<file path="config.mk">
export PLATFORM = sky130hd
export DESIGN_NAME = vsad_sync_detect
export DESIGN_NICKNAME = d
export VERILOG_FILES = /design/src/rtl/vsad_pkg.sv /design/src/rtl/vsad_sync_detect.sv
export SDC_FILE = /design/constraint.sdc
export NUM_CORES = 1
export LEC_CHECK = 0
export BUFFER_PORTS_ARGS = -buffer_cell sky130_fd_sc_hd__buf_2
export CAP_MARGIN = 15
export CORE_MARGIN = 3
export CORE_UTILIZATION = 60
export DETAILED_ROUTE_END_ITERATION = 8
export GPL_TIMING_DRIVEN = 0
export PLACE_DENSITY = 0.78
export SYNTH_ARGS = -nofsm -noshare
export SYNTH_HDL_FRONTEND = slang
export SYNTH_SLANG_ARGS = --single-unit
</file>
<file path="constraint.sdc">
create_clock -name pclk -period 4.2 [get_ports pclk]
set_clock_uncertainty 0.05 [all_clocks]
set_input_delay 0.84 -clock pclk [delete_from_list [all_inputs] [get_ports pclk]]
set_output_delay 0.84 -clock pclk [all_outputs]
set_load 0.01 [all_outputs]
</file>
<file path="src/rtl/vsad_pkg.sv">
package vsad_pkg;
	// Clock and timing
	localparam int unsigned CLK_NS = 10;
	localparam int unsigned GLITCH_NS = 100;
	localparam int unsigned GLITCH_CYC = (GLITCH_NS + CLK_NS - 1) / CLK_NS;
	localparam int unsigned GREEN_RUN = 64;
	// Sizes
	localparam int NCH = 2;
	localparam int NMON = 6;
	localparam int CW = 24;
	localparam int MW = 16;
	localparam int HW = 4;
	localparam int RW = 7;
	localparam int AW = 12;
	localparam logic [HW-1:0] HOLD_LD = HW'(GLITCH_CYC - 1);
	// Register indices; byte address is four times the index
	localparam logic [7:0] IDX_ACT = 8'h01;
	localparam logic [7:0] IDX_POL = 8'h02;
	localparam logic [7:0] IDX_GSL = 8'h04;
	localparam logic [7:0] IDX_CFG = 8'h05;
	localparam logic [7:0] IDX_STRB = 8'h06;
	localparam logic [7:0] IDX_PWR = 8'h07;
	// Reset values
	localparam logic [7:0] GSL_RST = 8'h16;
	localparam logic [7:0] CFG_RST = 8'h00;
	localparam logic [7:0] STRB_RST = 8'h01;
	localparam logic [7:0] PWR_RST = 8'h00;
	// Field positions
	localparam int CFG_CH = 0;
	localparam int CFG_SRC = 3;
	localparam int STRB_W = 0;
	localparam int STRB_VPOL = 6;
	localparam int STRB_HPOL = 7;
	localparam int PWR_BIT = 0;
	localparam int MON_VS = 2;
	localparam int MON_GS = 4;
	localparam logic [1:0] SRC_SEP = 2'h0;
	localparam logic [1:0] SRC_CHS = 2'h1;
	localparam logic [1:0] SRC_GRN = 2'h2;

	typedef struct packed {
		logic [NCH-1:0] hs;
		logic [NCH-1:0] vs;
		logic [NCH-1:0] gs;
		logic [NCH-1:0] tlv;
	} vsad_pins_t;

	typedef struct packed {
		vsad_pins_t s1;
		vsad_pins_t s2;
		logic odc1;
		logic odc2;
		logic odcp;
		logic [NCH-1:0] hsf;
		logic [NCH-1:0][HW-1:0] hold;
		logic [NMON-1:0] prv;
		logic [NMON-1:0][2:0] ecnt;
		logic [NMON-1:0] act;
		logic [NMON-1:0][CW-1:0] hic;
		logic [NMON-1:0] pol;
		logic [CW-1:0] win;
		logic [NCH-1:0][MW-1:0] gper;
		logic [NCH-1:0][MW-1:0] ghi;
		logic [NCH-1:0][MW-1:0] lper;
		logic [NCH-1:0][MW-1:0] lhi;
		logic [NCH-1:0][RW-1:0] run;
		logic [NCH-1:0] gok;
		logic [NCH-1:0] tprv;
		logic [NCH-1:0] tseen;
		logic tact;
		logic [MW-1:0] cw;
		logic cactp;
		logic cseen;
		logic cpres;
		logic lpend;
		logic [2:0] lcnt;
		logic lstr;
		logic fstr;
		logic [7:0] gsl;
		logic [7:0] cfg;
		logic [7:0] strb;
		logic [7:0] pwr;
		logic [31:0] rdata;
		logic rdy;
		logic err;
	} vsad_st_t;

	// Polarity starts active-high so the idle-low line sync gives no false strobe edge after reset
	localparam vsad_st_t ST_RST = '{gsl: GSL_RST, cfg: CFG_RST, strb: STRB_RST, pwr: PWR_RST, pol: '1, default: '0};
endpackage

</file>
<file path="src/rtl/vsad_sync_detect.sv">
// Contract
// [RULE1] Ignore line sync transitions within 100ns
// [RULE2] Firmware: line slicer code 001b or 110b
// [RULE3] Firmware: green slicer control defaults to 0x16
// [RULE4] Monitor six sync inputs, report activity, polarity
// [RULE5] Firmware checks patterns in fixed priority order
// [RULE6] Firmware maps activity patterns to sync source
// [RULE7] Firmware selects composite source, confirms present bit
// [RULE8] Firmware keeps green sync low pass enabled
// [RULE9] Green activity needs 64 matching consecutive pulses
// [RULE10] Firmware prefers line and frame activity
// [RULE11] Green activity valid only without line activity
// [RULE12] Trilevel detect needs no 64 pulse run
// [RULE13] Firmware qualifies trilevel with line and green
// [RULE14] Firmware polls trilevel bit several times
// [RULE15] Composite present on long pulse, composite source
// [RULE16] Raw sync outputs copy inputs, no resync
// [RULE17] Line and frame strobes on data clock
// [RULE18] Raw outputs keep running in power-down
// [RULE19] Detectors and status keep running in standby
// [RULE20] Status registers read-only, reads show live state
// [RULE21] Detector inputs synchronised before use
//
// Chosen here: the APB interface to the registers.
module vsad_sync_detect
	import vsad_pkg::*;
#(
	parameter int unsigned ACT_WINDOW = 2_000_000,
	parameter int unsigned ACT_EDGES = 4,
	parameter int unsigned GREEN_TOL = 2,
	parameter int unsigned COMP_MIN_W = 1500
)(
	// Clock and reset
	input wire logic pclk,
	input wire logic presetn,
	// APB slave
	input wire logic psel,
	input wire logic penable,
	input wire logic pwrite,
	input wire logic [AW-1:0] paddr,
	input wire logic [31:0] pwdata,
	output logic [31:0] prdata,
	output logic pready,
	output logic pslverr,
	// Sync pins
	input wire vsad_pins_t sync_pins,
	input wire logic output_data_clock,
	// Sync outputs
	output logic hsync_out,
	output logic vsync_out,
	output logic line_start_strobe,
	output logic frame_sync_strobe,
	// Analog front end controls
	output logic [7:0] green_slicer_ctrl,
	output logic [7:0] input_cfg,
	output logic power_down
);
	localparam logic [CW-1:0] WIN_LD = CW'(ACT_WINDOW - 1);
	localparam logic [CW-1:0] HALF_WIN = CW'(ACT_WINDOW / 2);
	localparam logic [2:0] EDGE_MIN = 3'(ACT_EDGES);
	localparam logic [MW-1:0] TOL = MW'(GREEN_TOL);
	localparam logic [MW-1:0] COMP_W = MW'(COMP_MIN_W);
	localparam logic [RW-1:0] RUN_MAX = RW'(GREEN_RUN);

	vsad_st_t q;
	vsad_st_t d;
	logic ch;
	logic [1:0] src;
	logic pdn;
	logic [NMON-1:0] mon;
	logic wend;
	logic tick;
	logic csig;
	logic cact;
	logic hit;
	logic mapped;
	logic [7:0] idx;
	logic [7:0] stat;
	logic [7:0] rd;

	function automatic logic near(input logic [MW-1:0] a, input logic [MW-1:0] b);
		logic [MW-1:0] diff;
		diff = (a > b) ? a - b : b - a;
		return diff <= TOL;
	endfunction

	function automatic logic [7:0] ridx(input logic [AW-1:0] a);
		return a[9:2];
	endfunction

	function automatic logic aok(input logic [AW-1:0] a);
		return (a[1:0] == 2'h0) && (a[AW-1:10] == 2'h0);
	endfunction

	assign ch = q.cfg[CFG_CH];
	assign src = q.cfg[CFG_SRC +: 2];
	assign pdn = q.pwr[PWR_BIT];

	// Raw copies stay combinational so mode detection sees true edges, even when powered down
	assign hsync_out = (src == SRC_GRN) ? sync_pins.gs[ch] : sync_pins.hs[ch]; // [RULE16] [RULE18]
	assign vsync_out = sync_pins.vs[ch]; // [RULE16] [RULE18]

	assign prdata = q.rdata;
	assign pready = q.rdy;
	assign pslverr = q.err;
	assign line_start_strobe = q.lstr;
	assign frame_sync_strobe = q.fstr;
	assign green_slicer_ctrl = q.gsl;
	assign input_cfg = q.cfg;
	assign power_down = q.pwr[PWR_BIT];

	always_comb
	begin
		d = q;
		// Two flops on every pin before any detector reads it
		d.s1 = sync_pins; // [RULE21]
		d.s2 = q.s1; // [RULE21]
		d.odc1 = output_data_clock;
		d.odc2 = q.odc1;
		d.odcp = q.odc2;
		tick = q.odc2 & ~q.odcp;
		wend = (q.win == '0);

		// Line sync glitch filter
		for (int c = 0; c < NCH; c++)
		begin
			if (q.hold[c] != '0)
				d.hold[c] = q.hold[c] - 1'b1; // [RULE1]
			else if (q.s2.hs[c] != q.hsf[c])
			begin
				d.hsf[c] = q.s2.hs[c]; // [RULE1]
				d.hold[c] = HOLD_LD; // [RULE1]
			end
		end

		// Activity and polarity over a free-running window; power state never stops it
		mon = {q.s2.gs, q.s2.vs, q.hsf};
		d.prv = mon;
		d.win = wend ? WIN_LD : q.win - 1'b1; // [RULE19]
		for (int m = 0; m < NMON; m++)
		begin
			if (wend)
			begin
				d.act[m] = q.ecnt[m] >= EDGE_MIN; // [RULE4]
				d.pol[m] = q.hic[m] < HALF_WIN; // [RULE4]
				d.ecnt[m] = '0;
				d.hic[m] = '0;
			end
			else
			begin
				if (mon[m] != q.prv[m] && q.ecnt[m] != '1)
					d.ecnt[m] = q.ecnt[m] + 1'b1;
				if (mon[m])
					d.hic[m] = q.hic[m] + 1'b1;
			end
		end

		// Green sync: run of pulses with matching period and duty cycle
		for (int c = 0; c < NCH; c++)
		begin
			if (q.gper[c] != '1)
				d.gper[c] = q.gper[c] + 1'b1;
			if (q.s2.gs[c] && q.ghi[c] != '1)
				d.ghi[c] = q.ghi[c] + 1'b1;
			if (q.s2.gs[c] && !q.prv[MON_GS + c])
			begin
				d.lper[c] = q.gper[c];
				d.lhi[c] = q.ghi[c];
				d.gper[c] = MW'(1);
				d.ghi[c] = MW'(1);
				if (near(q.gper[c], q.lper[c]) && near(q.ghi[c], q.lhi[c]))
				begin
					if (q.run[c] != RUN_MAX)
						d.run[c] = q.run[c] + 1'b1; // [RULE9]
					if (q.run[c] == RUN_MAX - 1'b1)
						d.gok[c] = 1'b1; // [RULE9]
				end
				else
				begin
					d.run[c] = RW'(1); // [RULE9]
					d.gok[c] = 1'b0; // [RULE9]
				end
			end
			if (wend && q.ecnt[MON_GS + c] == '0)
			begin
				d.run[c] = '0;
				d.gok[c] = 1'b0;
			end
		end

		// Trilevel: any pulse in the window is enough, so it is the weaker indicator
		d.tprv = q.s2.tlv;
		if (wend)
		begin
			d.tact = q.tseen[ch]; // [RULE12]
			d.tseen = '0;
		end
		for (int c = 0; c < NCH; c++)
		begin
			if (q.s2.tlv[c] && !q.tprv[c])
				d.tseen[c] = 1'b1; // [RULE12]
		end

		// Composite presence: an overlong active pulse means a frame interval is embedded
		csig = (src == SRC_GRN) ? q.s2.gs[ch] : q.hsf[ch];
		cact = ~(csig ^ ((src == SRC_GRN) ? q.pol[MON_GS + ch] : q.pol[ch]));
		d.cactp = cact;
		if (wend)
		begin
			d.cpres = q.cseen; // [RULE15]
			d.cseen = 1'b0;
		end
		if (cact)
		begin
			if (q.cw != '1)
				d.cw = q.cw + 1'b1;
			if (q.cw >= COMP_W)
				d.cseen = 1'b1; // [RULE15]
		end
		else
			d.cw = '0;
		if (src == SRC_SEP)
			d.cpres = 1'b0; // [RULE15]

		// Strobes move only on data clock ticks, so they stay aligned with pixel data
		if (tick)
		begin
			if (q.lpend && !pdn)
				d.lcnt = q.strb[STRB_W +: 3]; // [RULE17]
			else if (pdn)
				d.lcnt = '0;
			else if (q.lcnt != '0)
				d.lcnt = q.lcnt - 1'b1; // [RULE17]
			d.lpend = 1'b0;
			d.lstr = (d.lcnt != '0) ^ q.strb[STRB_HPOL]; // [RULE17]
			d.fstr = (~(q.s2.vs[ch] ^ q.pol[MON_VS + ch]) & ~pdn) ^ q.strb[STRB_VPOL]; // [RULE17]
		end
		if (cact && !q.cactp)
			d.lpend = 1'b1; // [RULE17]

		// APB: one wait state, data and error registered with pready
		idx = ridx(paddr);
		mapped = aok(paddr);
		stat = {q.cpres, q.tact, q.gok, q.act[MON_GS-1:0]};
		rd = '0;
		hit = 1'b1;
		if (!mapped)
			hit = 1'b0;
		else if (idx == IDX_ACT)
			rd = stat; // [RULE4] [RULE20]
		else if (idx == IDX_POL)
			rd = 8'(q.pol); // [RULE4] [RULE20]
		else if (idx == IDX_GSL)
			rd = q.gsl;
		else if (idx == IDX_CFG)
			rd = q.cfg;
		else if (idx == IDX_STRB)
			rd = q.strb;
		else if (idx == IDX_PWR)
			rd = q.pwr;
		else
			hit = 1'b0;
		d.rdy = 1'b0;
		d.err = 1'b0;
		if (psel && penable && !q.rdy)
		begin
			d.rdy = 1'b1;
			d.err = ~hit;
			d.rdata = pwrite ? '0 : 32'(rd);
		end
		// Status indices fall through: writes there are dropped without error
		if (psel && penable && q.rdy && pwrite && hit)
		begin
			if (idx == IDX_GSL)
				d.gsl = pwdata[7:0];
			else if (idx == IDX_CFG)
			begin
				d.cfg = pwdata[7:0];
				if (pwdata[CFG_SRC +: 2] == SRC_SEP)
					d.cpres = 1'b0; // [RULE15]
			end
			else if (idx == IDX_STRB)
				d.strb = pwdata[7:0];
			else if (idx == IDX_PWR)
				d.pwr = pwdata[7:0]; // [RULE20]
		end
	end

	always_ff @(posedge pclk or negedge presetn)
	begin
		if (!presetn)
			q <= ST_RST;
		else
			q <= d;
	end
endmodule

</file>
# Word level (Yosys, flattened, before mapping)
# Index checks and enable logic that the tools add are counted.
op_classes:
  reduce_logical: 76
  eq_ne: 34
  magnitude_cmp: 23
  n_bitwise: 16
  muxes: 115
  add_sub_neg: 33
op_table:
  columns: ["operator", "count"]
  rows:
  - ["two-way mux 24 bit", 13]
  - ["two-way mux 16 bit", 14]
  - ["adder 24 x 1 -> 24 bit, second input constant", 6]
  - ["< comparator 24 x 20 -> 1 bit, second input constant", 6]
  - ["subtractor 16 bit", 8]
  - ["adder 16 x 1 -> 16 bit, second input constant", 5]
  - ["inequality test 16 bit, second input constant", 5]
  - ["greater-than comparator 16 bit", 4]
  - ["less-or-equal comparator 16 x 2 -> 1 bit, second input constant", 4]
  - ["two-way mux 8 bit", 8]
  - ["two-way mux 7 bit", 8]
  - ["two-way mux 3 bit", 17]
  - ["nonzero test 2 bit", 24]
  - ["two-way mux 1 bit", 46]
  - ["equality test 8 x 3 -> 1 bit, second input constant", 4]
  - ["logical AND 1 bit", 24]
  - ["logical NOT 24 bit", 1]
  - ["subtractor 24 x 1 -> 24 bit, second input constant", 1]
  - ["adder 3 x 1 -> 3 bit, second input constant", 6]
  - ["inequality test 3 bit, second input constant", 6]
  - ["greater-or-equal comparator 16 x 11 -> 1 bit, second input constant", 1]
  - ["two-way mux 4 bit", 4]
  - ["adder 7 x 1 -> 7 bit, second input constant", 2]
  - ["equality test 7 x 6 -> 1 bit, second input constant", 2]
  - ["30 further kinds", 78]
word_totals:
  elab_cells: 359
  output_inout_bits: 55
  input_bits: 58
  register_bits: 447

# Logic depth before layout (Yosys ltp)
logic_depth:
  word_depth: 10
  depth_mapped: 15
  mapped_depth_nobuf: 14

# Worst setup path before layout
# No wires, ideal clock.
synth_timing:
  path_kind: "reg2reg"
  startpoint: "register q[208] (netlist bit)"
  endpoint: "register q[98] (netlist bit)"
  period_less_slack_ps: 3663
  t_required_ps: 4029
  path_stages_with_launch: 16
  arrival_time_ps: 3492
  setup_time_ps: 121
  n_path_buf: 1
  path_slack_ps: 537
  cell_sequence: "dfrtp_1 inv_1 ha_1 fa_1 nand2b_1 a21oi_1 o21ai_1 o21bai_4 buf_6 mux2i_1 o221ai_1 xor2_1 or4b_1 nor4_4 a41o_1 a21oi_1"
synth_between:
  elab_chain_cells: 7
  elab_cells_between_ends: 11
  cone_classes: "add/sub (2); order compare (2); eq/ne (1); mux (4); reduce/logical (2)"
synth_lines:
  columns: ["item", "line", "source"]
  rows:
  - ["start: declaration", "vsad_sync_detect.sv:65", "vsad_st_t q;"]
  - ["start signal: assignment", "vsad_sync_detect.sv:292", "q <= ST_RST;"]
  - ["start signal: assignment", "vsad_sync_detect.sv:294", "q <= d;"]
  - ["subtractor 16 bit or greater-than comparator 16 bit (tied branches)", "vsad_sync_detect.sv:83", "diff = (a > b) ? a - b : b - a;"]
  - ["two-way mux 16 bit (*)", "vsad_sync_detect.sv:83", null]
  - ["less-or-equal comparator 16 x 2 -> 1 bit (*)", "vsad_sync_detect.sv:84", "return diff <= TOL;"]
  - ["logical AND 1 bit (*)", "vsad_sync_detect.sv:171", "if (near(q.gper[c], q.lper[c]) && near(q.ghi[c], q.lhi[c]))"]
  - ["two-way mux 7 bit", "vsad_sync_detect.sv:171", null]
  - ["two-way mux 7 bit", "vsad_sync_detect.sv:165", "if (q.s2.gs[c] && !q.prv[MON_GS + c])"]
  - ["two-way mux 7 bit", "vsad_sync_detect.sv:184", "if (wend && q.ecnt[MON_GS + c] == '0)"]
# Mark *: on every way between the ends. The rest lies on a longest branch, timed or not. The select of a mux whose other input is x is not followed.
# A chain may end at the register's enable or synchronous reset.

# Worst setup path after layout
layout_timing:
  startpoint: "register q[120] (netlist bit)"
  endpoint: "register q[98] (netlist bit)"
# The elaborated chain is that of the path after synthesis.

==> out/qor.csv <==
stage,metric,value,unit
routing,WL/cell,16.9,µm
yosys,yosys warns,0,
sta,RSZ-0062 raised after global routing,false,
yosys,Async SR Flop Fraction,1.00,
worst_setup_path,critical path launch point type,flop,
power,Peak VDD IR,393,µV
cts,CTS tree,yes,
routing,final wirelength,64.5,mm
worst_setup_path,crit path capture type,flop,
worst_setup_path,critical path's largest stage delay,490,ps
cts,H-tree depth,2,
sta,hold_ws,275,ps
sta,worst-margin pin slew,908,ps
floorplanning,Die Span X,220,µm
cts,insertion delay to the later sink of the worst-skew pair,560,ps
yosys,number of flops mapped to enable cells by yosys,0,
yosys,cell area after synthesis,0.0274,mm²
floorplanning,die height,220,µm
floorplanning,Die ar.,0.0483,mm²
worst_setup_path,"Req. time, crit path",4590,ps
outcome,status,"finished, final reports clean",
yosys,#FFs+latches synth,447,
grt,GRT Util Overall,0.267,
power,Power Total,15.7,mW
yosys,"Seq/Total Area, Yosys",0.408,
worst_hold_path,type of the most critical hold path,input pin to async pin,
power,pwr dens,516,mW/mm²
cts,CTS Hold Bufs,0,
worst_setup_path,Worst EP arrival,4450,ps
sta,crit path time final,4060,ps
yosys,Synth Instances,3045,
worst_setup_path,CP max stage cell,or4_4,
grt,initial antenna violation count,1,
layout,Area growth syn-to-layout,10.6,%
cts,Root Buffer,clkbuf_16,
floorplanning,# rows,77,
yosys,"Distinct cells, synth",95,
yosys,Post-synth top flop,dfrtp_1,
floorplanning,Placeable Area,0.0447,mm²
sta,Final TNS setup,0,ps
routing,via/cell ratio,5.91,
cts,"Reg clk slew, reported paths",60,ps
routing,Via Count,22500,
routing,Detailed Route Iter0 Violations,1741,
yosys,syn_area_per_cell,9.01,µm²
cts,Sink Count,447,
floorplanning,Ports,113,
grt,number of global-route vias before repair,22500,
cts,CTS Buf Count,45,
place,hpwl dp,46.9,mm
sta,Slew Limit Fails,0,
place,PortBufs,63,
sta,upper clock frequency limit,0.246,GHz
routing,post-route ant nets,0,
sta,final setup vio count,0,
layout,nets,3417,
layout,layout cells sized above 1,0.0999,
routing,drt first pass iters,6,
flow_run,Max-Cap Viols,0,
place,Routability Congestion,0.908,
routing,number of remaining DRC errors,0,
grt,global-route wire length before repair,108,mm
worst_setup_path,CP cell instances,inv_1 -> ha_1 -> a21oi_1 -> o21ai_2 -> and2_4 -> or4_4 -> a2111oi_4 -> a31oi_1 -> a2111o_1 -> or4_4 -> nor4_4 -> buf_4 -> a41o_1 -> a21oi_1,
power,leakage power,14.3,nW
sta,Max-slew headroom,0.389,
layout,# diodes,0,
worst_setup_path,CP Class,flop to flop,
worst_setup_path,worst path bufs/invs,2,
worst_setup_path,Crit Path Max Fanout,4,
worst_setup_path,crit-path leading delay family,compound AO/OA/AOI/OAI gates,
sta,final hold violation count,0,
floorplanning,Initial Util,0.613,
grt,global route overflow,0,
sta,post-route clock period utilization,0.967,
layout,Final Util,0.679,
grt,largest net degree at the start of global routing,128,
cts,clock buffer depth,3,
[layer usage]
layer	global-route usage	wire (µm)	vias up	part of all wire
li1	-	-	10700	-
met3	0.0331	3020	126	0.047
met1	0.361	28500	11100	0.44
met5	0	7	-	0.00011
met4	0.0635	1330	2	0.021
met2	0.462	31600	626	0.49
[cell usage in the layout (no fill, tap or decap), types with 11 or more instances in the layout]
| cell | netlist | final |
|---|---|---|
| a211oi_1 | 21 | 19 |
| a21o_1 | 37 | 37 |
| a21oi_1 | 149 | 146 |
| a221oi_1 | 13 | 12 |
| a31oi_1 | 11 | 11 |
| and2_1 | 14 | 13 |
| and3_1 | 53 | 52 |
| and4_1 | 14 | 13 |
| buf_2 | 10 | 70 |
| buf_4 | 49 | 58 |
| clkbuf_1 | 89 | 90 |
| clkbuf_16 | 0 | 45 |
| conb_1 | 1 | 24 |
| dfrtp_1 | 437 | 432 |
| ha_1 | 163 | 162 |
| inv_1 | 191 | 191 |
| mux2_2 | 37 | 37 |
| mux2i_1 | 29 | 28 |
| nand2_1 | 295 | 294 |
| nand2b_1 | 21 | 21 |
| nand3_1 | 85 | 85 |
| nand4_1 | 83 | 83 |
| nor2_1 | 387 | 387 |
| nor2b_1 | 30 | 28 |
| nor3_1 | 63 | 63 |
| nor4_1 | 26 | 25 |
| o211ai_1 | 12 | 12 |
| o21a_1 | 25 | 25 |
| o21ai_0 | 172 | 172 |
| o31a_1 | 11 | 11 |
| o31ai_1 | 19 | 19 |
| or3_1 | 34 | 34 |
| xnor2_1 | 155 | 155 |
| xor2_1 | 131 | 131 |
[synth_stat cells (8+ instances only)]
library cell,instances,share of area
nor2b_1,30,0.0068
buf_4,49,0.013
o21a_1,25,0.0068
nand2_1,295,0.040
o31a_1,11,0.0035
o21ai_0,172,0.031
or3_1,34,0.0078
nor4_1,26,0.0059
xor2_1,131,0.042
a21oi_1,149,0.027
ha_1,163,0.074
nor2_1,387,0.053
mux4_2,10,0.0082
inv_1,191,0.026
and2_1,14,0.0032
a221oi_1,13,0.0042
nand2b_1,21,0.0048
nor3_1,63,0.011
o21bai_1,8,0.0022
and3_1,53,0.012
nand4_1,83,0.019
nand3_1,85,0.016
o211ai_1,12,0.0033
clkbuf_1,89,0.012
o31ai_1,19,0.0052
a211oi_1,21,0.0057
or4_1,8,0.0022
a31oi_1,11,0.0025
and4_1,14,0.0045
mux2i_1,29,0.011
xnor2_1,155,0.050
buf_2,10,0.0018
dfstp_2,10,0.0096
mux2_2,37,0.015
fa_1,8,0.0058
dfrtp_1,437,0.40
a21o_1,37,0.010
[timing repair]
item / 4_1_cts / 5_1_grt
gates resized for setup: 6 / 43
buffers inserted: 1 / 7
setup endpoints to repair: 16 / 16
pin swaps: 1 / 12
[sequential cells by signal (all words and copies together) (netlist names)]
register           count
d                     18
frame_sync_strobe      1
green_slicer_ctrl      8
input_cfg              8
line_start_strobe      1
power_down             1
prdata                 8
pready                 1
pslverr                1
q                    400
[stage by stage]
step           instances  cell area (µm²)  setup WS (ps)
2_1_floorplan       3068            27500            537
3_3_place_gp        3723            28600          -6400
3_5_place_dp        3727            28700           -133
4_1_cts             3809            30200           6.46
5_1_grt             3814            30300           6.74
6_report            3814            30300            140
[power breakdown]
part / internal, mW / switching [mW] / leakage [nW]
registers: 4.79 / 0.507 / 5.89
logic: 2.77 / 3.53 / 7.64
clock network: 2.34 / 1.72 / 0.732
total: 9.90 / 5.76 / 14.3
[worst paths after layout]
path,from,to,slack (ps),cells after the start
max in group asynchronous,presetn,q[208],2670,2
min in group pclk,d[462],d[441],300,0
max,q[120],q[98],140,14
min reg2reg,d[462],d[441],300,0
min,presetn,q[70],270,1
max reg2reg,q[120],q[98],140,14
[cell type report]
type                            count  area [µm²]
Multi-Input combinational cell   2274       14900
Fill cell                        3499       14400
Sequential cell                   447       11200
Clock buffer                       65        1290
Buffer                            154         812
Tap cell                          592         741
Inverter                          191         717
Timing Repair Buffer               75         478
Clock inverter                     16         190
[cell families after synthesis]
| family | share of synthesized area |
|---|---|
| other | 0.000137 |
| multiplexers | 0.0344 |
| flip-flops | 0.408 |
| adder cells (fa/ha/maj) | 0.0802 |
| XOR/XNOR | 0.0913 |
| buffers and inverters | 0.0555 |
| AND/OR/NAND/NOR | 0.198 |
| AO/OA/AOI/OAI | 0.132 |
Power figures use the tool's default switching activity.
